[config.mk]
export PLATFORM = sky130hd
export DESIGN_NAME = cio_cell
export DESIGN_NICKNAME = d
export VERILOG_FILES = /design/src/logic/cio_store.v /design/src/logic/cio_cell.v
export VERILOG_INCLUDE_DIRS = /design/src /design/src/logic
export SDC_FILE = /design/constraint.sdc
export NUM_CORES = 1
export LEC_CHECK = 0
export BUFFER_PORTS_ARGS = -buffer_cell sky130_fd_sc_hd__buf_2
export CAP_MARGIN = 20
export CORE_ASPECT_RATIO = 0.6
export CORE_UTILIZATION = 40
export CTS_BUF_LIST = sky130_fd_sc_hd__clkbuf_4
export DETAILED_ROUTE_END_ITERATION = 10
export HOLD_SLACK_MARGIN = 0.05
export PLACE_DENSITY = 0.78
export SLEW_MARGIN = 20
export SYNTH_ARGS = -nofsm -noshare
export SYNTH_HDL_FRONTEND = slang
export SYNTH_SLANG_ARGS = --single-unit
[constraint.sdc]
create_clock -name sys_clk -period 5.58 [get_ports sys_clk]
set_clock_uncertainty 0.1 [all_clocks]
set_input_delay 1.116 -clock sys_clk [delete_from_list [all_inputs] [get_ports sys_clk]]
set_output_delay 1.116 -clock sys_clk [all_outputs]
set_load 0.01 [all_outputs]
[src/logic/cio_map.vh]
// Purpose: Constants for the configurable io cell and its APB map
// Assumes: 32-bit APB data, byte addresses, one word per register
// Notes:   Included by every design file of the cell
`ifndef CIO_MAP_VH
`define CIO_MAP_VH

// Register byte addresses
`define CIO_ADDR_CTRL      4'h0
`define CIO_ADDR_INIT      4'h4
`define CIO_ADDR_INV       4'h8
`define CIO_ADDR_STATUS    4'hc
`define CIO_ADDR_W         4

// Control register fields
`define CIO_CTRL_DONE      0
`define CIO_CTRL_IN_SEL    1
`define CIO_CTRL_OUT_SEL   2
`define CIO_CTRL_OE_SEL    3
`define CIO_CTRL_DLY_SEL   4
`define CIO_CTRL_PULLUP    5
`define CIO_CTRL_PULLDN    6
`define CIO_CTRL_KEEP      7
`define CIO_CTRL_LATCH_LO  8
`define CIO_CTRL_LATCH_HI  10
`define CIO_CTRL_W         11
`define CIO_CTRL_RST       11'h000

// Init register: two bits per element
`define CIO_INIT_W         6
`define CIO_INIT_RST       6'h00
`define CIO_INIT_SYNC_SET  2'h0
`define CIO_INIT_SYNC_CLR  2'h1
`define CIO_INIT_ASYNC_SET 2'h2
`define CIO_INIT_ASYNC_CLR 2'h3

// Inversion register fields
`define CIO_INV_OUT        0
`define CIO_INV_OE         1
`define CIO_INV_CLK        2
`define CIO_INV_SR         3
`define CIO_INV_CE_LO      4
`define CIO_INV_CE_HI      6
`define CIO_INV_W          7
`define CIO_INV_RST        7'h00

// Status register width
`define CIO_STAT_W         6

// Element indices
`define CIO_EL_IN          0
`define CIO_EL_OUT         1
`define CIO_EL_OE          2
`define CIO_EL_N           3

// Boundary-scan cell positions and init field width
`define CIO_BS_PAD         0
`define CIO_BS_OUT         1
`define CIO_BS_OE          2
`define CIO_BS_W           3
`define CIO_INIT_FW        2

`endif

[src/logic/cio_store.v]
// Purpose: One storage element of the io cell, flip-flop or latch
// Assumes: Element clock is a sampled level on the system clock
// Notes:   Async init is modelled as a combinational override of q
`timescale 1ns/1ps
`include "cio_map.vh"

module cio_store (
   input  wire       sys_clk,    // System clock
   input  wire       rst,        // Async reset, active high
   input  wire       d,          // Data in
   input  wire       clk_lvl,    // Element clock level, polarity fixed
   input  wire       clk_rise,   // Element clock rising edge
   input  wire       ce,         // Clock enable, polarity fixed
   input  wire       init,       // Shared init control, polarity fixed
   input  wire       latch_mode, // 1 latch, 0 flip-flop
   input  wire [1:0] init_mode,  // Init behaviour
   output wire       q           // Element output
);

   reg  q_reg;
   reg  q_next;
   wire is_async;
   wire init_val;
   wire load_evt;

   assign is_async = (init_mode == `CIO_INIT_ASYNC_SET) ||
                     (init_mode == `CIO_INIT_ASYNC_CLR);
   assign init_val = (init_mode == `CIO_INIT_SYNC_SET) ||
                     (init_mode == `CIO_INIT_ASYNC_SET);
   // Latch follows the level, flip-flop only the edge
   assign load_evt = latch_mode ? clk_lvl : clk_rise;

   always @* begin
      q_next = q_reg;
      if (init && is_async) begin
         q_next = init_val;
      end else if (load_evt && ce) begin
         if (init) begin
            q_next = init_val;
         end else begin
            q_next = d;
         end
      end
   end

   always @(posedge sys_clk or posedge rst) begin
      if (rst) begin
         q_reg <= 1'b0;
      end else begin
         q_reg <= q_next;
      end
   end

   // Async forms act at once, without waiting for an edge
   assign q = (init && is_async) ? init_val : q_reg;

endmodule

[src/logic/cio_cell.v]
// Purpose: Configurable io cell between user logic and one pad
// Assumes: All inputs synchronous to sys_clk; APB register access
// Notes:   Pull and keeper outputs steer weak pad drivers outside
// Contract
// Pad drive and every control input have their own inversion bit.
// Before configuration the pad driver stays off.
// Before configuration pull-down and keeper are off, pull-up optional.
// The mode pins alone decide the pre-configuration pull-up.
// Each storage element works as flip-flop or latch.
// One shared element clock, a separate enable per element.
// One init control reaches all elements, each with its own form.
// Pad data reaches user logic directly or via the input element.
// An optional delay on the input element data removes hold time.
// Pad data comes from user logic directly or via the out element.
// Driver enable comes directly or via its own element.
// The keeper weakly holds the last level seen on the pad.
// After configuration, pull-up and pull-down are chosen per pin.
// The cell is one stage of a boundary-scan chain.
// A latch passes data while its clock is active, else holds.
// Sync init needs the enable and beats data loading.
`timescale 1ns/1ps
`include "cio_map.vh"

module cio_cell (
   input  wire        sys_clk,       // System clock, 20 MHz
   input  wire        rst,           // Async reset, active high
   // APB slave
   input  wire        psel,          // Slave select
   input  wire        penable,       // Access phase
   input  wire        pwrite,        // Write when high
   input  wire [31:0] paddr,         // Byte address
   input  wire [31:0] pwdata,        // Write data
   output wire        pready,        // Always ready
   output reg  [31:0] prdata,        // Read data, registered
   output wire        pslverr,       // Unmapped address
   // User side
   input  wire        user_clk,      // Shared element clock level
   input  wire [2:0]  user_ce,       // Enables: input, output, oe
   input  wire        user_init,     // Shared init control
   input  wire        user_out,      // Data toward pad
   input  wire        user_oe,       // Driver enable, high drives
   output wire        user_in,       // Data from pad
   // Configuration mode pins
   input  wire        mode_pullup,   // Pre-config pull-up request
   // Pad side
   input  wire        pad_in,        // Level seen on the pad
   output wire        pad_out,       // Level driven onto the pad
   output wire        pad_oe_n,      // Low while the pad is driven
   output wire        pad_pullup,    // Pull-up resistor on
   output wire        pad_pulldown,  // Pull-down resistor on
   output wire        pad_keep_en,   // Keeper on
   output wire        pad_keep_val,  // Level the keeper holds
   // Boundary scan
   input  wire        bs_extest,     // Scan cells own the pad
   input  wire        bs_capture,    // Capture pad state
   input  wire        bs_shift,      // Shift the chain
   input  wire        bs_update,     // Update held values
   input  wire        bs_tdi,        // Serial in
   output wire        bs_tdo         // Serial out, registered
);

   // Registers
   reg  [`CIO_CTRL_W-1:0] ctrl_reg;
   reg  [`CIO_INIT_W-1:0] init_reg;
   reg  [`CIO_INV_W-1:0]  inv_reg;
   reg                    dly_reg;
   reg                    clk_prev_reg;
   reg                    keep_reg;
   reg  [`CIO_BS_W-1:0]   bs_shift_reg;
   reg  [`CIO_BS_W-1:0]   bs_hold_reg;
   reg  [`CIO_BS_W-1:0]   bs_shift_next;
   reg  [31:0]            prdata_next;

   wire                   cfg_done;
   wire                   apb_setup;
   wire                   apb_wr;
   wire                   addr_ok;
   wire [`CIO_ADDR_W-1:0] addr_lo;
   wire                   clk_lvl;
   wire                   clk_rise;
   wire                   init_lvl;
   wire [2:0]             ce_lvl;
   wire [2:0]             el_d;
   wire [2:0]             el_q;
   wire                   in_data;
   wire                   out_sel;
   wire                   oe_sel;
   wire                   drv_out;
   wire                   drv_en;
   wire                   drive_on;
   wire [`CIO_STAT_W-1:0] status;

   assign cfg_done = ctrl_reg[`CIO_CTRL_DONE];

   // APB decode; zero wait states
   assign addr_lo   = paddr[`CIO_ADDR_W-1:0];
   assign addr_ok   = (paddr[31:`CIO_ADDR_W] == 28'h0000000) &&
                      ((addr_lo == `CIO_ADDR_CTRL) ||
                       (addr_lo == `CIO_ADDR_INIT) ||
                       (addr_lo == `CIO_ADDR_INV)  ||
                       (addr_lo == `CIO_ADDR_STATUS));
   assign apb_setup = psel && !penable;
   assign apb_wr    = psel && penable && pwrite && addr_ok;
   assign pready    = 1'b1;
   assign pslverr   = psel && penable && !addr_ok;

   always @(posedge sys_clk or posedge rst) begin
      if (rst) begin
         ctrl_reg <= `CIO_CTRL_RST;
         init_reg <= `CIO_INIT_RST;
         inv_reg  <= `CIO_INV_RST;
      end else if (apb_wr) begin
         case (addr_lo)
            `CIO_ADDR_CTRL: begin
               ctrl_reg <= pwdata[`CIO_CTRL_W-1:0];
            end
            `CIO_ADDR_INIT: begin
               init_reg <= pwdata[`CIO_INIT_W-1:0];
            end
            `CIO_ADDR_INV: begin
               inv_reg <= pwdata[`CIO_INV_W-1:0];
            end
            default: begin
               ctrl_reg <= ctrl_reg;
            end
         endcase
      end
   end

   // Read data is fetched in the setup cycle, ready in the access cycle
   always @* begin
      prdata_next = prdata;
      if (apb_setup) begin
         prdata_next = 32'h00000000;
         case (addr_lo)
            `CIO_ADDR_CTRL: begin
               prdata_next[`CIO_CTRL_W-1:0] = ctrl_reg;
            end
            `CIO_ADDR_INIT: begin
               prdata_next[`CIO_INIT_W-1:0] = init_reg;
            end
            `CIO_ADDR_INV: begin
               prdata_next[`CIO_INV_W-1:0] = inv_reg;
            end
            `CIO_ADDR_STATUS: begin
               prdata_next[`CIO_STAT_W-1:0] = status;
            end
            default: begin
               prdata_next = 32'h00000000;
            end
         endcase
         if (!addr_ok) begin
            prdata_next = 32'h00000000;
         end
      end
   end

   always @(posedge sys_clk or posedge rst) begin
      if (rst) begin
         prdata <= 32'h00000000;
      end else begin
         prdata <= prdata_next;
      end
   end

   // Control polarity, each bit independent
   assign clk_lvl  = user_clk ^ inv_reg[`CIO_INV_CLK];
   assign init_lvl = user_init ^ inv_reg[`CIO_INV_SR];
   assign ce_lvl   = user_ce ^ inv_reg[`CIO_INV_CE_HI:`CIO_INV_CE_LO];

   // Element clock edge found against the previous sample
   always @(posedge sys_clk or posedge rst) begin
      if (rst) begin
         clk_prev_reg <= 1'b0;
      end else begin
         clk_prev_reg <= clk_lvl;
      end
   end
   assign clk_rise = clk_lvl && !clk_prev_reg;

   // One cycle data delay, lines up with the edge detector's lag
   always @(posedge sys_clk or posedge rst) begin
      if (rst) begin
         dly_reg <= 1'b0;
      end else begin
         dly_reg <= pad_in;
      end
   end
   assign in_data = ctrl_reg[`CIO_CTRL_DLY_SEL] ? dly_reg : pad_in;

   assign el_d[`CIO_EL_IN]  = in_data;
   assign el_d[`CIO_EL_OUT] = user_out;
   assign el_d[`CIO_EL_OE]  = user_oe;

   // Three elements, one clock, one init, separate enables
   genvar gi;
   generate
      for (gi = 0; gi < `CIO_EL_N; gi = gi + 1) begin : g_el
         cio_store u_store (
            .sys_clk    (sys_clk),
            .rst        (rst),
            .d          (el_d[gi]),
            .clk_lvl    (clk_lvl),
            .clk_rise   (clk_rise),
            .ce         (ce_lvl[gi]),
            .init       (init_lvl),
            .latch_mode (ctrl_reg[`CIO_CTRL_LATCH_LO + gi]),
            .init_mode  (init_reg[`CIO_INIT_FW*gi +: `CIO_INIT_FW]),
            .q          (el_q[gi])
         );
      end
   endgenerate

   // Input path
   assign user_in = ctrl_reg[`CIO_CTRL_IN_SEL] ?
                    el_q[`CIO_EL_IN] : pad_in;

   // Output and enable paths, then polarity
   assign out_sel = ctrl_reg[`CIO_CTRL_OUT_SEL] ?
                    el_q[`CIO_EL_OUT] : user_out;
   assign oe_sel  = ctrl_reg[`CIO_CTRL_OE_SEL] ?
                    el_q[`CIO_EL_OE] : user_oe;
   assign drv_out = out_sel ^ inv_reg[`CIO_INV_OUT];
   assign drv_en  = oe_sel ^ inv_reg[`CIO_INV_OE];

   // Boundary scan: bit 0 pad in, bit 1 out data, bit 2 enable
   always @* begin
      bs_shift_next = bs_shift_reg;
      if (bs_capture) begin
         bs_shift_next = {drv_en, drv_out, pad_in};
      end else if (bs_shift) begin
         bs_shift_next = {bs_tdi,
                          bs_shift_reg[`CIO_BS_OE:`CIO_BS_OUT]};
      end
   end

   always @(posedge sys_clk or posedge rst) begin
      if (rst) begin
         bs_shift_reg <= 3'h0;
         bs_hold_reg  <= 3'h0;
      end else begin
         bs_shift_reg <= bs_shift_next;
         if (bs_update) begin
            bs_hold_reg <= bs_shift_reg;
         end
      end
   end
   assign bs_tdo = bs_shift_reg[`CIO_BS_PAD];

   // Unconfigured pins never drive, even under scan control
   assign drive_on = cfg_done &&
                     (bs_extest ? bs_hold_reg[`CIO_BS_OE] : drv_en);
   assign pad_oe_n = !drive_on;
   assign pad_out  = bs_extest ? bs_hold_reg[`CIO_BS_OUT] : drv_out;

   // Pull-up from mode pins before configuration, pull-down off; both from register after
   assign pad_pullup   = cfg_done ? ctrl_reg[`CIO_CTRL_PULLUP]
                                  : mode_pullup;
   assign pad_pulldown = cfg_done && ctrl_reg[`CIO_CTRL_PULLDN];

   // Keeper follows the pad, holds it once all drivers let go
   always @(posedge sys_clk or posedge rst) begin
      if (rst) begin
         keep_reg <= 1'b0;
      end else begin
         keep_reg <= pad_in;
      end
   end
   assign pad_keep_en  = cfg_done && ctrl_reg[`CIO_CTRL_KEEP];
   assign pad_keep_val = keep_reg;

   assign status = {drive_on, keep_reg, el_q, pad_in};

endmodule

# Word level (Yosys, flattened, before mapping)
# Cells that the tools add are included.
# classes
eq_ne	9
bitwise_logic	5
reduce_logical	41
mux	28
# op_table
operator	count
28-bit zero test	1
6-bit one-hot mux with 4 select lines	1
1-bit 2-to-1 mux	22
1-bit logical AND	16
2-bit equality test (second input constant)	6
11-bit 2-to-1 mux	1
1-bit logical OR	9
4-bit equality test (second input constant)	2
2-bit nonzero test	4
2-bit zero test	3
3-bit 2-to-1 mux	2
2-bit AND reduction	3
4-bit by 3-bit equality test with 1-bit output (second input constant)	1
1-bit zero test	4
4-bit zero test	1
4-bit 2-to-1 mux	1
1-bit XOR	4
3-bit XOR	1
1-bit one-hot mux with 2 select lines	1
# totals
out_inout_bits	42
regBits	67

# Logic depth before layout (Yosys ltp)
# Gate-level depths: netlist of run 1.
# logic_depth
depth_word	10
mapped_depth	6
ltp_nobuf	5

# Hierarchy
# From an unflattened synthesis of run 1, not the netlist that was laid out.
# hier_totals
cells_unflattened	228
hier_area_um2	2593.7
# by_module_without_submodules
mod	area_per_inst_um2	instances	cells_each	seq_area_each_um2
cio_cell	2323.5	1	195	1051.0
cio_store	90.1	3	11	25.0

# Worst setup path after synthesis of run 1
# No wires, ideal clock.
# synth_timing
path_type	input-to-output
start	input port paddr[13]
end	output port pslverr
path_slack_ns	2.083
path_stages	4
t_required_ns	4.364
arrival_time_ns	2.281
path_buffers	0
cell_sequence	or4_1 -> nor3_2 -> nand4_4 -> and3_1
# synth_via
elab_chain_cells	4
# synth_rtl
element	line_no	source
from (decl)	cio_cell.v:31	input wire [31:0] paddr,
28-bit zero test	cio_cell.v:97	assign addr_ok = (paddr[31:`CIO_ADDR_W] == 28'h0000000) &&
1-bit logical AND	cio_cell.v:97	
1-bit zero test	-	
1-bit logical AND	cio_cell.v:105	assign pslverr = psel && penable && !addr_ok;
to (decl)	cio_cell.v:35	output wire pslverr,
# Every way passes these cells.

# Worst setup path after layout of run 1
# layout_timing
start	input port user_init
end	output port pad_oe_n
# layout_via
elab_chain_cells	8
# layout_rtl
element	line_no	source
from (decl)	cio_cell.v:39	input wire user_init,
1-bit XOR	cio_cell.v:168	assign init_lvl = user_init ^ inv_reg[`CIO_INV_SR];
1-bit logical AND	cio_store.v:55	assign q = (init && is_async) ? init_val : q_reg;
1-bit 2-to-1 mux	cio_store.v:55	
1-bit 2-to-1 mux	cio_cell.v:221	assign oe_sel = ctrl_reg[`CIO_CTRL_OE_SEL] ?
1-bit XOR	cio_cell.v:224	assign drv_en = oe_sel ^ inv_reg[`CIO_INV_OE];
1-bit 2-to-1 mux	cio_cell.v:252	(bs_extest ? bs_hold_reg[`CIO_BS_OE] : drv_en);
1-bit logical AND	cio_cell.v:251	assign drive_on = cfg_done &&
1-bit zero test	cio_cell.v:253	assign pad_oe_n = !drive_on;
to (decl)	cio_cell.v:48	output wire pad_oe_n,
# Every way passes these cells.

==> results of run 1 <==
power by group through the flow:
stage	Combinational (mW)	Clock, mW	Sequential (mW)
after detailed placement	0.0869	0	0.347
after CTS	0.0873	0.160	0.341
after global placement	0.0841	0	0.346
after global routing	0.0967	0.174	0.342
after floorplan	0.0581	0	0.345
final	0.0867	0.154	0.341
worst register-to-register path, delay by kind of cell, from the launching register on:
| kind | cells | cell delay, ns |
|---|---|---|
| xor+xnor | 1 | 0.58 |
| mux | 1 | 0.17 |
| compound gates | 3 | 0.91 |
| flops | 1 | 0.46 |
cell type report:
type	instances	area, µm²	area share, %
Antenna cell	1	2.50	0.0850
Clock buffer	5	37.5	1.27
Clock inverter	3	12.5	0.425
Inverter	6	22.5	0.765
Multi-Input combinational cell	160	1230	41.8
Sequential cell	45	1130	38.2
Tap cell	80	100	3.40
Timing Repair Buffer	82	413	14.0
cell families (layout without fill, tap and decap cells):
group                     count (synthesis)  count (layout)
muxes                                    38              38
AOI/OAI and AO/OA                        38              38
other                                     2              23
xor gates and xnor gates                  8               8
and+or+nand+nor                          54              54
buffers and inverters                    32              96
DFF                                      45              45
worst paths after layout:
kind                       startpoint           to  slack [ns]  depth (start not counted)
setup reg to reg           inv_reg[3]    prdata[5]        3.25                          5
max in group asynchronous         rst  ctrl_reg[6]        4.21                          3
setup / recovery            user_init     pad_oe_n        1.44                          7
min in group asynchronous         rst    prdata[7]        0.78                          3
hold reg to reg             prdata[8]    prdata[8]        0.40                          1
hold / removal              prdata[8]    prdata[8]        0.40                          1
layer usage:
metal	track usage, %	up-vias
met4	6.07	0
met5	0	-
met1	27.4	990
li1	-	924
met2	32.0	75
met3	5.18	7
layout by cell type (no fill, tap or decap), types with 3 or more instances in the layout:
master / netlist / final
nor2b_1: 5 / 5
inv_1: 6 / 6
a21oi_1: 3 / 3
a22o_1: 5 / 5
nor3_1: 3 / 3
clkbuf_4: 0 / 5
a32o_1: 5 / 5
nor4_1: 8 / 8
mux4_2: 3 / 3
mux2_2: 29 / 29
o21ai_0: 11 / 11
mux2i_1: 6 / 6
dfrtp_1: 45 / 45
xnor2_1: 6 / 6
nor2_1: 9 / 9
nand2b_1: 6 / 6
nand3_1: 6 / 6
conb_1: 2 / 22
buf_2: 1 / 81
a31oi_1: 4 / 4
nand2_1: 4 / 4
per-stage QoR:
step           setup WS, ns  hold WS, ns  cells  power [mW]
2_1_floorplan          2.08        0.375    237       0.403
3_3_place_gp           1.53        0.376    373       0.430
3_5_place_dp           1.44        0.379    373       0.434
4_1_cts                1.45        0.411    381       0.588
5_1_grt                1.28        0.428    382       0.613
6_report               1.44        0.405    382       0.581
==> results.tsv, run 1 <==
metric	value	unit
timing.fmax	242	MHz
synth_top_area_share	45.3	%
cts_root_buf	clkbuf_4	
synth_ff_type	dfrtp_1	
swShare	28.2	%
cpMostUsedCell	buf_2	
synth_area	2490	µm²
cp.buffers_inverters	2	
globalplace.congestion	0.882	
cts_tree	built	
worstSetupPathType	in2out	
grtUsageTotal	20.2	%
dr.pass1.iters	4	
dieArea	6540	µm²
synthCells	217	
slowest_stage	xnor2_1	
dpl_cell_area	2890	µm²
utilization	51.0	%
via_per_inst	5.23	
muxShareOfSynthArea	18.3	%
fillers	553	
required	4.36	ns
layout-drive-gt1-share	41.5	%
synth_fa_ha_area_share	0	%
drtAntennaViolNets	0	
route.detailed.drc	0	
routedWlPerCell	16.4	µm
critPathCaptureType	output port	
start_kind	input pin	
tightest_slew	1.05	ns
intPower	0.417	mW
grt_max_degree	46	
seq_power_share	58.6	%
switchingPower	0.164	mW
wl_met3	396	µm
grt_pass1_vias	1976	
path_cells	buf_2, xnor2_1, o21ai_0, o22ai_1, mux2i_1, nand2b_1, buf_2	
synth.distinct_cells	43	
clk_latency	0.36	ns
coreArea	5780	µm²
cts_setup_buffers	0	
yosys.area_share.simple	14.3	%
cts_hold_buf	0	
path_clk_slew	0.12	ns
maxCapViolCount	0	
relSlewSlack	29.7	%
ys_ff_latch	45	
drt_iter0_drc	81	
p_leak	1.48	nW
synth_compound_area_share	10.8	%
synth_warnings	0	
met2WireLength	2780	µm
num_rows	21	
ys_seq_area_share	45.3	%
tns	0	ns
die_h	63.1	µm
numCtsBuffers	5	
wl_met1	2980	µm
period_needed	4.14	ns
wl	6270	µm
synth_most_common_cell	dfrtp_1	
grt_setup_unrepaired	false	
cts_resized	0	
vias	1996	
fin_nets	383	
cp_max_fo	9	
period_share	74.1	%
top_layer_used	met4	
synth_common_cells	dfrtp_1, mux2_2, buf_4	
critPathTopFamily	compound AO/OA/AOI/OAI gates	
fin_area	2950	µm²
ios	125	
io_buffer_count	81	
combPwrFrac	14.9	%
status	complete, no violations	
cts.path.max_buffers	2	
synth_xor_area_share	2.82	%
synthArstFlopShare	100	%
hold_path.class	reg2reg	
synth.avg_cell_area	11.5	µm²
slew_viol_final	0	
setup-violations-final	0	
clkPwrFrac	26.5	%
critPathArrivalTime	2.92	ns
hold_violations	0	
htree_levels	2	
start_util	43.0	%
max_stage_delay	0.54	ns
synth_top_family_by_area	multiplexers	
grt-ovfl-total	0	
area_growth	18.5	%
synth.area.top_cells	dfrtp_1, mux2_2, buf_4	
synth_enable_flop_cells	0	
die_w	104	µm
pwr_density_cell	197	nW/µm²
antenna_found_initial	1	
grt_pass1_wl	10200	µm
place_hpwl	4770	µm
ir_worst_vdd	0.0000748	V
clock-sinks	45	
yosys.area.top_type	dfrtp_1	
No activity file was read; power rests on OpenSTA's default activity.
==> inputs of run 2 (changes only) <==
clock period = 3.9 ns   (was 5.58 ns; I/O delays follow)
==> run 2 against run 1 <==
  * Worst hold slack worse by 0.0022 ns
  * Die area unchanged
  * Largest power group unchanged
  * Core utilization increased by 1.1 points
  * Highest routed layer unchanged
  * Largest cell class unchanged
  * First-iteration DRC count rose by 35%
  * Sequential cell count stayed put
==> results.tsv, run 2 (synthesis gave the netlist of run 1 again) <==
metric	value	unit
status	complete, no violations	
grt_setup_unrepaired	false	
wl_met1	2860	µm
grt_max_degree	46	
path_cells	buf_2, xnor2_1, buf_4, or3_1, a31oi_1, xnor2_1, a21oi_1, buf_2	
die_w	104	µm
relSlewSlack	58.6	%
setup-violations-final	0	
cts.path.max_buffers	2	
htree_levels	2	
fin_cells	386	
cts_root_buf	clkbuf_4	
ios	125	
max_stage_delay	0.35	ns
maxCapViolCount	0	
grt_pass1_wl	10100	µm
period_share	83.6	%
intPower	0.669	mW
dr.pass1.iters	6	
hold_path.class	reg2reg	
met2WireLength	2820	µm
hold_violations	0	
top_layer_used	met4	
place_hpwl	4840	µm
numCtsBuffers	5	
io_buffer_count	81	
fillers	545	
routedWlPerCell	16.4	µm
dp_cells	377	
layout_common_cells	buf_2, dfrtp_1, mux2_2	
required	3.02	ns
seq_power_share	53.4	%
drt_iter0_drc	109	
period_needed	3.26	ns
tightest_slew	0.621	ns
fin_ws	0.639	ns
timing.fmax	307	MHz
globalplace.congestion	0.834	
slowest_stage	or3_1	
cts_hold_buf	0	
grt-ovfl-total	0	
clkPwrFrac	33.0	%
critPathCaptureType	output port	
swShare	26.7	%
coreArea	5780	µm²
whs	0.402	ns
cts_resized	0	
ir_worst_vdd	0.000142	V
p_leak	1.51	nW
grtUsageTotal	20.2	%
switchingPower	0.244	mW
die_h	63.1	µm
clock-sinks	45	
path_clk_slew	0.14	ns
pre_cts_ws	0.666	ns
finalPower	0.913	mW
area_growth	20.9	%
worstSetupPathType	in2out	
critPathArrivalTime	2.38	ns
cts_setup_buffers	0	
num_rows	21	
pwr_density_cell	304	nW/µm²
slew_viol_final	0	
r2r_slack	1.86	ns
wl	6340	µm
cp.buffers_inverters	3	
wl_met3	503	µm
layout-drive-gt1-share	43.0	%
cp_max_fo	6	
vias	2009	
via_per_inst	5.20	
regArea	1130	µm²
start_util	43.0	%
tns	0	ns
dieArea	6540	µm²
drtAntennaViolNets	0	
grt_pass1_vias	1968	
clk_latency	0.36	ns
antenna_found_initial	1	
multi_input_area	1230	µm²
fin_nets	387	
cts_tree	built	
critPathTopFamily	buffers and inverters	
combPwrFrac	13.7	%
route.detailed.drc	0	
final_common_cell	buf_2	
start_kind	input pin	
-- run 2: cell types whose count changed in the layout (fill, tap and decap cells not counted), sizes merged --
cell,before,now
inv,6,7
buf,82,86
clkinv,3,1
bufinv,0,1
-- run 2: power groups by stage --
stage	Sequential [mW]	Combinational, mW	Clock [mW]
6_report	0.487	0.125	0.301
2_1_floorplan	0.494	0.0831	0
4_1_cts	0.487	0.126	0.307
3_5_place_dp	0.496	0.125	0
5_1_grt	0.489	0.138	0.325
3_3_place_gp	0.495	0.121	0
-- run 2: stage by stage --
stage                     util [%]  instance area [µm²]
after floorplan                  -                 2560
after global placement        50.6                 2920
after detailed placement      50.6                 2920
after CTS                     52.0                 3000
after global routing          52.0                 3010
final                         52.0                 3010
-- run 2: area by class of cell --
type,instances,share of cell area [%]
antenna,1,0.0832
clock buffer,5,1.25
clock inverter,3,1.46
inverter,6,0.749
multi-input combinational,160,40.9
sequential,45,37.5
tap,80,3.33
timing repair buffer,86,14.7
-- run 2: worst paths after layout --
path	startpoint	end	depth (start not counted)
max in group asynchronous	rst	ctrl_reg[3]	3
min in group asynchronous	rst	bs_hold_reg[2]	3
max	user_init	pad_out	8
min	prdata[7]	prdata[7]	1
min reg2reg	prdata[7]	prdata[7]	1
max reg2reg	inv_reg[3]	prdata[5]	5
-- run 2: routing by layer --
metal | vias to the layer above | global-route usage (%)
li1 | 933 | -
met3 | 12 | 5.07
met5 | - | 0
met1 | 970 | 27.5
met2 | 94 | 31.0
met4 | 0 | 8.04
